$ cat src/i2cm_defines.svh
// register offsets, field positions, reset values and timing counts
// assumes a 32-bit apb bus with byte addresses, one register per word
`ifndef I2CM_DEFINES_SVH
`define I2CM_DEFINES_SVH

`define I2CM_OFF_IRQ_ENABLE  8'h00
`define I2CM_OFF_IRQ_FLAGS   8'h04
`define I2CM_OFF_RELOAD      8'h08
`define I2CM_OFF_BUFFER      8'h0c
`define I2CM_OFF_CONTROL_TWO 8'h10

`define I2CM_BIT_COLLISION   5
`define I2CM_BIT_PORT_EVENT  4

`define I2CM_BIT_ACK_SEQ     4
`define I2CM_BIT_STOP        2
`define I2CM_BIT_RESTART     1
`define I2CM_BIT_START       0

`define I2CM_RST_REG8        8'h00
`define I2CM_RST_RELOAD      8'h13

// instruction cycle is four input clocks (oscillator divided by four)
`define I2CM_INSTR_DIV       2'h3
`define I2CM_LAST_BIT        4'h8

`endif

$ cat src/i2cm_pkg.sv
// types shared by the two-wire master collision and rate block
// assumes i2cm_defines.svh holds all numeric constants
package i2cm_pkg;

  typedef enum logic [3:0] {
    I2CM_IDLE    = 4'h0,
    I2CM_RS_REL  = 4'h1,
    I2CM_RS_SCLH = 4'h3,
    I2CM_RS_CNT2 = 4'h2,
    I2CM_RS_SDAL = 4'h6,
    I2CM_P_SDAL  = 4'h7,
    I2CM_P_SCLH  = 4'h5,
    I2CM_P_CNT   = 4'h4,
    I2CM_P_SDAR  = 4'hc,
    I2CM_TX      = 4'hd
  } i2cm_state_t;

  typedef struct packed {
    logic scl;
    logic sda;
  } i2cm_lines_t;

endpackage

$ cat src/i2cm_core.sv
// two-wire master: repeated start / stop collision checks, byte shift
// and the reload rate counter, with an apb register slave
// assumes open-drain lines resolved outside; pins are asynchronous
// Operation
// - repeated start: data low when clock rises is a collision.
// - repeated start: clock falling before data is driven low is a collision.
// - release data, count reload to zero, release clock, sample data high.
// - data high: reload and count again; early data fall is no collision.
// - second count: clock falling before expiry, data undriven, is a collision.
// - both high at expiry: drive data low, count, then drive clock low.
// - stop: hold data low, release clock, then count reload down to zero.
// - stop: data sampled low after release and expiry is a collision.
// - stop: clock sampled low before data rose is a collision.
// - master clock timed by down counter loaded from software reload value.
// - writing the transmit buffer starts the rate counter.
// - operation end stops the counter, clock pin keeps its level.
// - counter reloads twice per bus clock period.
// - reload 13h, 0Bh, 04h give 100, 166, 400 kHz at a 16 MHz input clock.
// - collision flag and enable at bit 5, port event at bit 4.
// - any collision sets the collision flag and returns the port idle.
// - aborted sequence releases both lines and clears its request bits.
`timescale 1ns/100ps
`default_nettype none
`include "i2cm_defines.svh"

module i2cm_core (
  input  wire logic                 pclk,      // 40 mhz clock
  input  wire logic                 presetn,   // async reset, low
  input  wire logic                 psel,      // apb select
  input  wire logic                 penable,   // apb access phase
  input  wire logic                 pwrite,    // apb write
  input  wire logic [7:0]           paddr,     // apb byte address
  input  wire logic [31:0]          pwdata,    // apb write data
  output logic      [31:0]          prdata,    // apb read data
  output logic                      pready,    // apb ready
  output logic                      pslverr,   // unmapped address
  input  wire i2cm_pkg::i2cm_lines_t lines_in, // line levels
  output i2cm_pkg::i2cm_lines_t     lines_out, // driven level, always 0
  output i2cm_pkg::i2cm_lines_t     lines_oe,  // high pulls line low
  output logic                      irq        // level interrupt
);
  import i2cm_pkg::*;

  i2cm_state_t state_reg;
  logic [7:0]  enable_reg;
  logic [7:0]  flags_reg;
  logic [7:0]  reload_reg;
  logic [7:0]  buffer_reg;
  logic [7:0]  ctl2_reg;
  logic [7:0]  cnt_reg;
  logic [7:0]  shift_reg;
  logic [3:0]  bit_reg;
  logic        half_reg;
  logic        run_reg;
  logic [1:0]  div_reg;
  logic        tick_reg;
  logic        col_set_reg;
  logic        ev_set_reg;
  logic [2:0]  scl_sync_reg;
  logic [2:0]  sda_sync_reg;
  logic        scl_f_reg;
  logic        sda_f_reg;
  logic [7:0]  rd_clr_reg;
  logic        access;
  logic        wr_acc;
  logic        rd_flags;
  logic        buf_wr;
  logic        ctl2_wr;
  logic        tmo;
  logic        abort;
  logic [7:0]  flags_next;

  function automatic logic mapped(input logic [7:0] a);
    mapped = (a == `I2CM_OFF_IRQ_ENABLE) || (a == `I2CM_OFF_IRQ_FLAGS) ||
             (a == `I2CM_OFF_RELOAD) || (a == `I2CM_OFF_BUFFER) ||
             (a == `I2CM_OFF_CONTROL_TWO);
  endfunction

  function automatic logic [7:0] rd_mux(input logic [7:0] a,
                                        input logic [7:0] en,
                                        input logic [7:0] fl,
                                        input logic [7:0] rl,
                                        input logic [7:0] bf,
                                        input logic [7:0] c2);
    case (a)
      `I2CM_OFF_IRQ_ENABLE:  rd_mux = en;
      `I2CM_OFF_IRQ_FLAGS:   rd_mux = fl;
      `I2CM_OFF_RELOAD:      rd_mux = rl;
      `I2CM_OFF_BUFFER:      rd_mux = bf;
      `I2CM_OFF_CONTROL_TWO: rd_mux = c2;
      default:               rd_mux = 8'h00;
    endcase
  endfunction

  // one wait-free access phase: pready is raised from the setup cycle
  assign access   = psel && penable && pready;
  assign wr_acc   = access && pwrite && !pslverr;
  assign rd_flags = access && !pwrite && (paddr == `I2CM_OFF_IRQ_FLAGS);
  assign buf_wr   = wr_acc && (paddr == `I2CM_OFF_BUFFER);
  assign ctl2_wr  = wr_acc && (paddr == `I2CM_OFF_CONTROL_TWO);

  always_ff @(posedge pclk or negedge presetn) begin
    if (!presetn) begin
      pready  <= 1'b0;
      pslverr <= 1'b0;
      prdata  <= 32'h0000_0000;
    end else begin
      pready  <= psel && !penable;
      pslverr <= psel && !penable && !mapped(paddr);
      if (psel && !penable && !pwrite) begin
        prdata <= {24'h00_0000, rd_mux(paddr, enable_reg, flags_reg,
                                       reload_reg, buffer_reg, ctl2_reg)};
      end
    end
  end

  always_ff @(posedge pclk or negedge presetn) begin
    if (!presetn) begin
      enable_reg <= `I2CM_RST_REG8;
      reload_reg <= `I2CM_RST_RELOAD;
      buffer_reg <= `I2CM_RST_REG8;
    end else if (wr_acc) begin
      case (paddr)
        `I2CM_OFF_IRQ_ENABLE: begin
          enable_reg <= pwdata[7:0] &
                        8'h30;
        end
        `I2CM_OFF_RELOAD: begin
          reload_reg <= pwdata[7:0];
        end
        `I2CM_OFF_BUFFER: begin
          if (state_reg == I2CM_IDLE) begin
            buffer_reg <= pwdata[7:0];
          end
        end
        default: begin
        end
      endcase
    end
  end

  // only bits actually returned by the read are cleared, so a set that
  // lands between setup and access is not lost; set wins over clear
  always_ff @(posedge pclk or negedge presetn) begin
    if (!presetn) begin
      rd_clr_reg <= `I2CM_RST_REG8;
    end else if (psel && !penable) begin
      rd_clr_reg <= flags_reg;
    end
  end

  always_comb begin
    flags_next = flags_reg;
    if (rd_flags) begin
      flags_next = flags_next & ~rd_clr_reg;
    end
    if (col_set_reg) begin
      flags_next[`I2CM_BIT_COLLISION] = 1'b1;
    end
    if (ev_set_reg) begin
      flags_next[`I2CM_BIT_PORT_EVENT] = 1'b1;
    end
  end

  always_ff @(posedge pclk or negedge presetn) begin
    if (!presetn) begin
      flags_reg <= `I2CM_RST_REG8;
      irq       <= 1'b0;
    end else begin
      flags_reg <= flags_next;
      irq       <= |(flags_next & enable_reg);
    end
  end

  // three-stage filter: level accepted only when stages two and three agree
  always_ff @(posedge pclk or negedge presetn) begin
    if (!presetn) begin
      scl_sync_reg <= 3'h7;
      sda_sync_reg <= 3'h7;
      scl_f_reg    <= 1'b1;
      sda_f_reg    <= 1'b1;
    end else begin
      scl_sync_reg <= {scl_sync_reg[1:0], lines_in.scl};
      sda_sync_reg <= {sda_sync_reg[1:0], lines_in.sda};
      if (scl_sync_reg[1] == scl_sync_reg[2]) begin
        scl_f_reg <= scl_sync_reg[2];
      end
      if (sda_sync_reg[1] == sda_sync_reg[2]) begin
        sda_f_reg <= sda_sync_reg[2];
      end
    end
  end

  always_ff @(posedge pclk or negedge presetn) begin
    if (!presetn) begin
      div_reg  <= 2'h0;
      tick_reg <= 1'b0;
    end else begin
      tick_reg <= (div_reg == `I2CM_INSTR_DIV);
      div_reg  <= div_reg + 2'h1;
    end
  end

  assign tmo = run_reg && tick_reg && (cnt_reg == 8'h00);

  always_comb begin
    case (state_reg)
      I2CM_RS_SCLH: abort = scl_f_reg && !sda_f_reg;
      I2CM_RS_CNT2: abort = !scl_f_reg && !lines_oe.sda;
      I2CM_P_CNT:   abort = !scl_f_reg;
      I2CM_P_SDAR:  abort = (tmo && !sda_f_reg) ||
                            (!scl_f_reg && !sda_f_reg);
      I2CM_TX:      abort = half_reg && scl_f_reg && !lines_oe.sda &&
                            !sda_f_reg && (bit_reg != `I2CM_LAST_BIT);
      default:      abort = 1'b0;
    endcase
  end

  always_ff @(posedge pclk or negedge presetn) begin
    if (!presetn) begin
      state_reg   <= I2CM_IDLE;
      ctl2_reg    <= `I2CM_RST_REG8;
      cnt_reg     <= 8'h00;
      run_reg     <= 1'b0;
      shift_reg   <= 8'h00;
      bit_reg     <= 4'h0;
      half_reg    <= 1'b0;
      lines_oe    <= '0;
      col_set_reg <= 1'b0;
      ev_set_reg  <= 1'b0;
    end else begin
      col_set_reg <= 1'b0;
      ev_set_reg  <= 1'b0;
      if (ctl2_wr) begin
        ctl2_reg <= pwdata[7:0];
      end
      if (run_reg && tick_reg && (cnt_reg != 8'h00)) begin
        cnt_reg <= cnt_reg - 8'h01;
      end
      if (abort) begin
        state_reg   <= I2CM_IDLE;
        lines_oe    <= '0;
        run_reg     <= 1'b0;
        col_set_reg <= 1'b1;
        ctl2_reg[`I2CM_BIT_START]   <= 1'b0;
        ctl2_reg[`I2CM_BIT_RESTART] <= 1'b0;
        ctl2_reg[`I2CM_BIT_STOP]    <= 1'b0;
        ctl2_reg[`I2CM_BIT_ACK_SEQ] <= 1'b0;
      end else begin
        case (state_reg)
          I2CM_IDLE: begin
            run_reg <= 1'b0;
            if (ctl2_reg[`I2CM_BIT_RESTART]) begin
              lines_oe.sda <= 1'b0;
              cnt_reg      <= reload_reg;
              run_reg      <= 1'b1;
              state_reg    <= I2CM_RS_REL;
            end else if (ctl2_reg[`I2CM_BIT_STOP]) begin
              lines_oe.sda <= 1'b1;
              state_reg    <= I2CM_P_SDAL;
            end else if (buf_wr) begin
              shift_reg    <= pwdata[7:0];
              bit_reg      <= 4'h0;
              half_reg     <= 1'b0;
              lines_oe.sda <= !pwdata[7];
              // clock pulled low first, so even a byte right after reset
              // gets a full low half before its first rising edge
              lines_oe.scl <= 1'b1;
              cnt_reg      <= reload_reg;
              run_reg      <= 1'b1;
              state_reg    <= I2CM_TX;
            end
          end
          I2CM_RS_REL: begin
            if (tmo) begin
              lines_oe.scl <= 1'b0;
              run_reg      <= 1'b0;
              state_reg    <= I2CM_RS_SCLH;
            end
          end
          I2CM_RS_SCLH: begin
            if (scl_f_reg) begin
              cnt_reg   <= reload_reg;
              run_reg   <= 1'b1;
              state_reg <= I2CM_RS_CNT2;
            end
          end
          I2CM_RS_CNT2: begin
            // a data fall here is another master's start, not a loss
            if (tmo) begin
              lines_oe.sda <= 1'b1;
              cnt_reg      <= reload_reg;
              state_reg    <= I2CM_RS_SDAL;
            end
          end
          I2CM_RS_SDAL: begin
            if (tmo) begin
              lines_oe.scl <= 1'b1;
              run_reg      <= 1'b0;
              ev_set_reg   <= 1'b1;
              ctl2_reg[`I2CM_BIT_RESTART] <= 1'b0;
              state_reg    <= I2CM_IDLE;
            end
          end
          I2CM_P_SDAL: begin
            if (!sda_f_reg) begin
              lines_oe.scl <= 1'b0;
              state_reg    <= I2CM_P_SCLH;
            end
          end
          I2CM_P_SCLH: begin
            if (scl_f_reg) begin
              cnt_reg   <= reload_reg;
              run_reg   <= 1'b1;
              state_reg <= I2CM_P_CNT;
            end
          end
          I2CM_P_CNT: begin
            if (tmo) begin
              lines_oe.sda <= 1'b0;
              cnt_reg      <= reload_reg;
              state_reg    <= I2CM_P_SDAR;
            end
          end
          I2CM_P_SDAR: begin
            if (tmo) begin
              run_reg    <= 1'b0;
              ev_set_reg <= 1'b1;
              ctl2_reg[`I2CM_BIT_STOP] <= 1'b0;
              state_reg  <= I2CM_IDLE;
            end
          end
          I2CM_TX: begin
            // two reloads per bus clock: one low half, one high half
            if (tmo && !half_reg) begin
              lines_oe.scl <= 1'b0;
              half_reg     <= 1'b1;
              cnt_reg      <= reload_reg;
            end else if (tmo) begin
              lines_oe.scl <= 1'b1;
              half_reg     <= 1'b0;
              cnt_reg      <= reload_reg;
              if (bit_reg == `I2CM_LAST_BIT) begin
                lines_oe.sda <= 1'b0;
                run_reg      <= 1'b0;
                ev_set_reg   <= 1'b1;
                state_reg    <= I2CM_IDLE;
              end else begin
                bit_reg      <= bit_reg + 4'h1;
                shift_reg    <= {shift_reg[6:0], 1'b0};
                lines_oe.sda <= (bit_reg == 4'h7) ? 1'b0 : !shift_reg[6];
              end
            end
          end
          default: begin
            state_reg <= I2CM_IDLE;
          end
        endcase
      end
    end
  end

  assign lines_out = '0;
endmodule
`default_nettype wire

$ cat config.mk
export PLATFORM = sky130hd
export DESIGN_NAME = i2cm_core
export DESIGN_NICKNAME = d
export VERILOG_FILES = /design/src/i2cm_pkg.sv /design/src/i2cm_core.sv
export VERILOG_INCLUDE_DIRS = /design/src
export SDC_FILE = /design/constraint.sdc
export NUM_CORES = 1
export LEC_CHECK = 0
export BUFFER_PORTS_ARGS = -buffer_cell sky130_fd_sc_hd__buf_4
export CORE_UTILIZATION = 51
export CTS_CLUSTER_DIAMETER = 60
export CTS_CLUSTER_SIZE = 30
export DETAILED_ROUTE_END_ITERATION = 8
export GPL_TIMING_DRIVEN = 0
export HOLD_SLACK_MARGIN = 0.05
export PLACE_DENSITY = 0.75
export SYNTH_ARGS = -nofsm -noshare
export SYNTH_HDL_FRONTEND = slang
export SYNTH_SLANG_ARGS = --single-unit
$ cat constraint.sdc
create_clock -name pclk -period 2.6 [get_ports pclk]
set_clock_uncertainty 0.2 [all_clocks]
set_input_delay 0.78 -clock pclk [delete_from_list [all_inputs] [get_ports pclk]]
set_output_delay 0.78 -clock pclk [all_outputs]
set_load 0.02 [all_outputs]
== Word level (Yosys, flattened, before mapping) ==
Cells that the tools add are included.

* Add/sub/neg operators: 3
* Eq/ne operators: 44
* Muxes and demuxes: 88
* Bitwise operators: 4
* Reduce and logical (&&, ||, !) cells: 61

{| class="wikitable"
|+ Operators by type and width
! kind !! number
|-
| 4-bit two-way mux || 20
|-
| 8-bit two-way mux || 9
|-
| 7-bit two-way mux || 6
|-
| 3-bit inequality test, second input constant || 14
|-
| 8-bit one-hot mux with 5 select lines || 1
|-
| 1-bit two-way mux || 37
|-
| 4-bit one-hot mux with 9 select lines || 1
|-
| 8-bit one-hot mux with 4 select lines || 1
|-
| 1-bit logical AND || 23
|-
| 4-bit by 3-bit equality test with 1-bit output, second input constant || 5
|-
| 6-bit AND reduction || 3
|-
| 8-bit by 4-bit equality test with 1-bit output, second input constant || 2
|-
| 8-bit zero test || 2
|-
| 8-bit AND reduction || 2
|-
| 7-bit one-hot mux with 2 select lines || 1
|-
| 4-bit equality test, second input constant || 3
|-
| 2-bit inequality test, second input constant || 6
|-
| 11-bit AND reduction || 1
|-
| 1-bit zero test || 10
|-
| 1-bit one-hot mux with 5 select lines || 2
|-
| 5-bit nonzero test || 2
|-
| 3-bit by 1-bit inequality test with 1-bit output, second input constant || 3
|-
| 8-bit by 6-bit AND with 8-bit output || 1
|-
| 8-bit AND || 1
|-
| 28 further kinds || 44
|}

* Register bits: 93
* Input bits: 47
* Output and inout port bits: 39

== Longest topological paths before layout ==
Gate-level depths: netlist (run 1).

* Depth after elaboration: 10
* Mapped depth: 10

== Worst setup path before layout (run 1) ==
OpenSTA, ideal clock, no wires.

* Path kind: input -> register
* From: input port paddr[1]
* To: register cnt_reg[1]
* Library setup time: 0.125 ns
* Arrival time: 2.606 ns
* Required time: 2.275 ns
* Path slack: -0.331 ns
* Cell stages on the path: 7
* Cells stage by stage: or3_4 -> or4_4 -> nor4b_4 -> nand2_1 -> a21o_1 -> buf_6 -> mux2_4

* Longest elaborated chain between the ends: 7

{| class="wikitable"
|+ Ends and longest elaborated chain
! item !! line !! source
|-
| from (decl) || i2cm_core.sv:32 || <nowiki>input wire logic [7:0] paddr,</nowiki>
|-
| 8-bit by 4-bit equality test with 1-bit output || - ||
|-
| 1-bit logical AND || i2cm_core.sv:99 || <nowiki>assign buf_wr = wr_acc && (paddr == `I2CM_OFF_BUFFER);</nowiki>
|-
| 8-bit two-way mux || i2cm_core.sv:261 || <nowiki>end else if (buf_wr) begin</nowiki>
|-
| 8-bit two-way mux || i2cm_core.sv:258 || <nowiki>end else if (ctl2_reg[`I2CM_BIT_STOP]) begin</nowiki>
|-
| 8-bit two-way mux || i2cm_core.sv:253 || <nowiki>if (ctl2_reg[`I2CM_BIT_RESTART]) begin</nowiki>
|-
| 8-bit one-hot mux with 4 select lines || i2cm_core.sv:250 || <nowiki>case (state_reg)</nowiki>
|-
| 8-bit two-way mux || i2cm_core.sv:240 || <nowiki>if (abort) begin</nowiki>
|-
| to (signal assigned) || i2cm_core.sv:238 || <nowiki>cnt_reg <= cnt_reg - 8'h01;</nowiki>
|-
| to (signal assigned) || i2cm_core.sv:255 || <nowiki>cnt_reg <= reload_reg;</nowiki>
|-
| to (signal assigned) || i2cm_core.sv:269 || <nowiki>cnt_reg <= reload_reg;</nowiki>
|-
| to (decl) || i2cm_core.sv:50 || <nowiki>logic [7:0] cnt_reg;</nowiki>
|}

Every way passes these cells.
A chain may end at the register's enable or synchronous reset.

== Worst setup path in the final report (run 1) ==
* From: input port paddr[5]
* To: register state_reg[0]

* Longest elaborated chain between the ends: 4

{| class="wikitable"
|+ Ends and longest elaborated chain
! item !! line !! source
|-
| 8-bit by 4-bit equality test with 1-bit output || - ||
|-
| 1-bit logical AND || i2cm_core.sv:99 ||
|-
| 5-bit inequality test (no source line) || - ||
|-
| 11-bit AND reduction (no source line) || - ||
|-
| to (signal assigned) || i2cm_core.sv:221 || <nowiki>state_reg <= I2CM_IDLE;</nowiki>
|-
| to (signal assigned) || i2cm_core.sv:241 || <nowiki>state_reg <= I2CM_IDLE;</nowiki>
|-
| to (signal assigned) || i2cm_core.sv:257 || <nowiki>state_reg <= I2CM_RS_REL;</nowiki>
|-
| to (decl) || i2cm_core.sv:44 || <nowiki>i2cm_state_t state_reg;</nowiki>
|}

Every way passes these cells.

==> results.tsv, run 1 <==
metric	value	unit
static leakage power	0.00280	µW
cell types occupying the most area after synthesis	sky130_fd_sc_hd__dfrtp_1, sky130_fd_sc_hd__mux2_2, sky130_fd_sc_hd__dfstp_2	
run status	finished with violations	
PwrDens	760	nW/µm²
total setup violations reported at the end of the flow	37	
least setup slack across all paths after layout	-0.205	ns
initial standard-cell utilization of the core	53.3	%
Total Die Area	10200	µm²
post-layout net count	618	
count of maximum capacitance violations	0	
CTS buffer count	9	
post-DP HPWL	8620	µm
Ports	86	
critical path fanouts, max	6	
most used standard cell by instance count after synthesis	sky130_fd_sc_hd__dfrtp_1	
cell area after synthesis	4990	µm²
synthesized area per cell	10.5	µm²
detailed-route wire length	12400	µm
max-slew violation total from the final report	0	
setup slack after placement	-0.596	ns
violations in the final reports	negative setup slack	
clock tree from TritonCTS	built	
number of enable-type register cells in the synthesized netlist	0	
most common flop cell mapped by yosys	sky130_fd_sc_hd__dfrtp_1	
wire length of the first global-routing pass	19700	µm
Post-Syn Instances	475	
path category of the worst min-delay check	reg -> reg	
Congestion Overflow GR	0	
number of antenna-violating nets in the routed design	0	
highest clock frequency the design can meet	357	MHz
library cell occupying the most area in the post-synthesis netlist	sky130_fd_sc_hd__dfrtp_1	
number of storage elements in the synthesis netlist	93	
startpoint of the most critical setup path	paddr[5]	
peak supply drop	0.435	mV
top-area cell type share of the netlist area	41.1	%
flop-to-flop setup slack	-0.08	ns
transition time at the pin with the least slew margin	1.16	ns
number of detailed-route iterations in the first pass	5	
row count	35	
average vias per placed instance	5.74	
maximum buffer depth of the clock tree	2	
DIE HEIGHT	101	µm
Fillers	770	
number of global-route vias before repair	3760	
register area share after synthesis	46.9	%
quantity of I/O buffers inserted on ports	33	
fin crit share	108	%
Distinct cells, synth	75	
remaining routing DRC violations	0	
required time reported for the critical path endpoint	2.65	ns
sink count of the clock tree	93	
launch instance of the worst min-delay path	sda_sync_reg[0]	
path type of the worst setup path	in -> reg	
clock-pin slew on the worst setup and hold paths	0.10	ns
crit path capture type	flop	
RR Startpoint	bit_reg[0]	
Die Wd	101	µm
ANT cells	0	
root buffer cell	sky130_fd_sc_hd__clkbuf_8	
largest net degree at the start of global routing	94	
antenna violations before repair	0	
Global Route Usage Sum	25.6	%
fraction of registers with async set/reset	100	%
source-to-sink clock delay at the later pin of the worst-skew pair	0.36	ns
via count	4021	
Relative slew margins	22.7	%
Finished Core Util	64.4	%
Final min period	2.80	ns
unrepaired setup endpoints after global routing	true	
sum of negative setup slack	-2.94	ns
CTS H-tree lvls	3	
core region area	9370	µm²
hold-fix buffers at CTS	0	
Worst EP arrival	2.86	ns
commonest cells in the netlist	sky130_fd_sc_hd__dfrtp_1, sky130_fd_sc_hd__nand2_1, sky130_fd_sc_hd__nor2_1	
GP Congestion	0.913	
iteration-0 DRC count of the detailed router	350	
final count of hold timing violations	0	
count of yosys warnings during synthesis	0	
startpoint kind of the worst setup timing path	input pin	
fraction of final layout cells with drive strength greater than 1	34.3	%
drt wl/cell	17.7	µm
area added between synthesis and finish	20.8	%
-- logic make-up after synthesis --
group	synth area share, %
other cells	0.0751
simple gates	17.1
buf+inv	7.69
mux	12.3
compound gates	13.1
fa+ha+maj	1.40
flops	46.9
xor+xnor	1.40
-- report_power, final --
group | total, µW | internal, µW | switching, µW
clock network | 970 | 383 | 588
logic | 1820 | 806 | 1020
registers | 1790 | 1630 | 156
total | 4580 | 2820 | 1760
-- path summary, 6_finish.rpt --
check	to	cells past startpoint
max reg2reg	cnt_reg[2]	9
max in group asynchronous	prdata[6]	1
max	state_reg[0]	9
min reg2reg	sda_sync_reg[1]	0
min in group asynchronous	rd_clr_reg[7]	1
min	sda_sync_reg[1]	0
-- what timing repair did --
| action | in CTS | in global routing |
|---|---|---|
| endpoints found under the setup margin | 42 | 50 |
| gates resized for setup | 16 | 20 |
| gates cloned | 0 | 0 |
| pin swaps | 12 | 11 |
| buffers inserted | 16 | 10 |
-- layer usage --
metal | wire, µm | part of all wire, % | track usage [%]
met5 | 0 | 0 | 0
met3 | 800 | 6.4 | 3.33
met2 | 5800 | 47 | 38.7
met4 | 163 | 1.3 | 7.69
met1 | 5670 | 46 | 38.3
-- final cells by class --
cell class / count / area (µm²) / area share (%)
buffer: 52 / 335 / 5.56
clock buffer: 9 / 124 / 2.05
clock inverter: 7 / 72.6 / 1.20
inverter: 15 / 56.3 / 0.934
multi-input combinational: 337 / 2470 / 41.0
sequential: 93 / 2340 / 38.8
tap: 129 / 161 / 2.68
timing repair buffer: 59 / 469 / 7.78
-- metrics by stage --
step | cell area, µm² | std cells | hold WS [ns] | total power [µW]
after floorplan | 5130 | 500 | 0.145 | 2910
after global placement | 5540 | 662 | 0.147 | 3330
after detailed placement | 5540 | 662 | 0.147 | 3340
after CTS | 5920 | 693 | 0.162 | 4480
after global routing | 6030 | 701 | 0.164 | 4830
final | 6030 | 701 | 0.161 | 4580
-- layout by cell type (no fill, tap or decap), drive strengths merged, types with 3 or more instances in the layout --
master | netlist | final
a21boi | 7 | 7
a21oi | 7 | 7
a221oi | 7 | 7
a31oi | 11 | 11
a41oi | 4 | 4
and2 | 3 | 3
buf | 40 | 96
clkbuf | 15 | 24
conb | 1 | 26
dfrtp | 82 | 82
dfstp | 11 | 11
ha | 4 | 4
inv | 15 | 20
mux2 | 38 | 38
mux2i | 16 | 16
nand2 | 41 | 41
nand2b | 9 | 9
nand3 | 11 | 11
nand3b | 4 | 4
nand4 | 3 | 3
nor2 | 37 | 37
nor3 | 6 | 6
nor3b | 4 | 4
nor4 | 5 | 5
nor4b | 3 | 3
o211ai | 3 | 3
o21ai | 24 | 24
o21bai | 3 | 3
o22ai | 4 | 4
or2 | 4 | 4
or3 | 3 | 3
or4 | 5 | 5
xnor2 | 6 | 6
-- critical path: stages --
cell and delay [ns]:
sky130_fd_sc_hd__buf_6 0.09, sky130_fd_sc_hd__or3_4 0.38, sky130_fd_sc_hd__buf_4 0.14, sky130_fd_sc_hd__or4_4 0.59
sky130_fd_sc_hd__a31oi_4 0.22, sky130_fd_sc_hd__and4_1 0.22, sky130_fd_sc_hd__buf_6 0.13, sky130_fd_sc_hd__nand2_2 0.04
sky130_fd_sc_hd__a32o_2 0.26
(Power assumes the default switching activity.)
==> run 2: changes to the inputs <==
PLACE_DENSITY = 0.76   (was 0.75)
==> run 2 against run 1 <==
- the run still ends with negative setup slack left
- worst hold slack worse by 0.00094 ns
- clock power up 13%
- setup slack better by 0.068 ns
- final area up 0.33%
- routed wire length down 2.8%
- non-clock buffer count unchanged
- total power up 2.9%
- largest cell class unchanged
- global-route usage down 0.66 points
- first-iteration DRC count up 18%
- sequential share of layout area down 0.13 points
- largest power group unchanged
==> results.tsv, run 2 (synthesized netlist as in run 1, its figures left out) <==
metric	value	unit	change
startpoint of the most critical setup path	paddr[1]		was paddr[5]
core region area	9370	µm²	unchanged
antenna violations before repair	0		unchanged
area added between synthesis and finish	21.2	%	was 20.8%
number of antenna-violating nets in the routed design	0		unchanged
Relative slew margins	24.3	%	was 22.7%
Comb pwr share	38.7	%	was 39.8%
Congestion Overflow GR	0		unchanged
cell area reported after detailed placement	5540	µm²	unchanged
Clk pwr share	23.4	%	was 21.2%
ANT cells	0		unchanged
wire length of the first global-routing pass	19200	µm	was 19700 µm
drt wl/cell	17.3	µm	was 17.7 µm
via count	4048		was 4021
detailed-route wire length	12100	µm	was 12400 µm
PwrDens	779	nW/µm²	was 760 nW/µm²
startpoint kind of the worst setup timing path	input pin		unchanged
largest net degree at the start of global routing	94		unchanged
sink count of the clock tree	93		unchanged
clock-pin slew on the worst setup and hold paths	0.10	ns	about the same
Fillers	764		was 770
GP Congestion	1.02		was 0.913
iteration-0 DRC count of the detailed router	414		was 350
Final min period	2.74	ns	was 2.80 ns
remaining routing DRC violations	0		unchanged
post-layout net count	618		unchanged
switching component of the power	1690	µW	was 1760 µW
max-slew violation total from the final report	0		unchanged
source-to-sink clock delay at the later pin of the worst-skew pair	0.36	ns	about the same
Switching Share	35.8	%	was 38.4%
highest clock frequency the design can meet	365	MHz	was 357 MHz
Ports	86		unchanged
required time reported for the critical path endpoint	2.65	ns	about the same
most common cell after layout, fill and taps aside	sky130_fd_sc_hd__dfrtp_1		unchanged
violations in the final reports	negative setup slack		unchanged
Die Wd	101	µm	unchanged
number of detailed-route iterations in the first pass	5		unchanged
fraction of final layout cells with drive strength greater than 1	33.7	%	was 34.3%
path category of the worst min-delay check	reg -> reg		unchanged
count of maximum capacitance violations	0		unchanged
quantity of I/O buffers inserted on ports	33		unchanged
final design instance area without fill	6050	µm²	was 6030 µm²
transition time at the pin with the least slew margin	1.14	ns	was 1.16 ns
sum of negative setup slack	-1.49	ns	was -2.94 ns
launch instance of the worst min-delay path	scl_sync_reg[0]		was sda_sync_reg[0]
hold-fix buffers at CTS	0		unchanged
crit path capture type	flop		unchanged
fraction of power consumed by sequential logic	37.9	%	was 39.0%
row count	35		unchanged
Global Route Usage Sum	24.9	%	was 25.6%
final count of hold timing violations	0		unchanged
RR Startpoint	bit_reg[0]		unchanged
total setup violations reported at the end of the flow	20		was 37
number of global-route vias before repair	3746		was 3760
clock tree from TritonCTS	built		unchanged
CTS H-tree lvls	3		unchanged
average vias per placed instance	5.77		was 5.74
critical path fanouts, max	8		was 6
post-DP HPWL	8400	µm	was 8620 µm
initial standard-cell utilization of the core	53.3	%	unchanged
Total Die Area	10200	µm²	unchanged
Worst EP arrival	2.79	ns	was 2.86 ns
unrepaired setup endpoints after global routing	true		unchanged
peak supply drop	0.491	mV	was 0.435 mV
DIE HEIGHT	101	µm	unchanged
CTS buffer count	9		unchanged
least setup slack across all paths after layout	-0.136	ns	was -0.205 ns
root buffer cell	sky130_fd_sc_hd__clkbuf_8		unchanged
run status	finished with violations		unchanged
Power Internal	3030	µW	was 2820 µW
most used cells in the layout excluding fill and tap cells	sky130_fd_sc_hd__dfrtp_1, sky130_fd_sc_hd__buf_4, sky130_fd_sc_hd__nand2_1		was sky130_fd_sc_hd__dfrtp_1, sky130_fd_sc_hd__buf_4, sky130_fd_sc_hd__nor2_1, sky130_fd_sc_hd__nand2_1, sky130_fd_sc_hd__mux2_2
maximum buffer depth of the clock tree	2		unchanged
fin crit share	105	%	was 108%
static leakage power	0.00282	µW	was 0.00280 µW
path type of the worst setup path	in -> reg		unchanged
[run 2: metrics by stage]
stage	worst slack [ns]	power [µW]	hold WS (ns)	utilization, %	instances
floorplan	-0.289	2910	0.145	-	500
CTS	-0.148	4540	0.162	63.2	688
finish	-0.136	4720	0.160	64.6	701
detailed placement	-0.683	3310	0.148	59.1	662
global route	-0.182	4960	0.164	64.6	701
global placement	-0.670	3290	0.146	59.1	662
[run 2: repair_timing]
item | in CTS | in global routing
setup buffers | 11 | 16
pin swaps | 6 | 16
endpoints found under the setup margin | 39 | 55
gates resized for setup | 14 | 11
hold endpoints to repair | 0 | 0
[run 2: critical path: stages]
cell	delay (ns)
sky130_fd_sc_hd__buf_6	0.09
sky130_fd_sc_hd__or3_4	0.40
sky130_fd_sc_hd__or4_4	0.47
sky130_fd_sc_hd__nor4b_4	0.30
sky130_fd_sc_hd__nand2_1	0.09
sky130_fd_sc_hd__a21o_1	0.21
sky130_fd_sc_hd__buf_6	0.15
sky130_fd_sc_hd__mux2_4	0.30
[run 2: layout make-up]
cell class / instances / area (µm²) / share of cell area (%)
buffer: 52 / 327 / 5.40
clock buffer: 9 / 124 / 2.05
clock inverter: 7 / 109 / 1.80
inverter: 15 / 56.3 / 0.931
multi-input combinational: 337 / 2450 / 40.6
sequential: 93 / 2340 / 38.7
tap: 129 / 161 / 2.67
timing repair buffer: 59 / 478 / 7.90
[run 2: power groups by stage]
stage | Combinational, µW | Clock (µW) | Sequential, µW
after floorplan | 1120 | 0 | 1790
after global placement | 1500 | 0 | 1800
after detailed placement | 1510 | 0 | 1810
after CTS | 1640 | 1120 | 1780
after global routing | 1950 | 1200 | 1810
final | 1820 | 1100 | 1790
[run 2: worst paths after layout]
path	endpoint	slack [ns]	cells after the start
worst max-delay path	cnt_reg[2]	-0.14	8
worst min-delay path	scl_sync_reg[1]	0.16	0
worst max register to register	cnt_reg[2]	-0.06	9
worst min register to register	scl_sync_reg[1]	0.16	0
max in group asynchronous	run_reg	1.04	1
min in group asynchronous	rd_clr_reg[2]	0.44	1
[run 2: routing by layer]
metal  GRT usage, %  up-vias  wire length (µm)
met3           3.40       46               783
met4           10.5        0               372
li1               -     1848                 -
met1           35.2     1956              5320
met2           38.7      198              5610
met5              0        -                 0
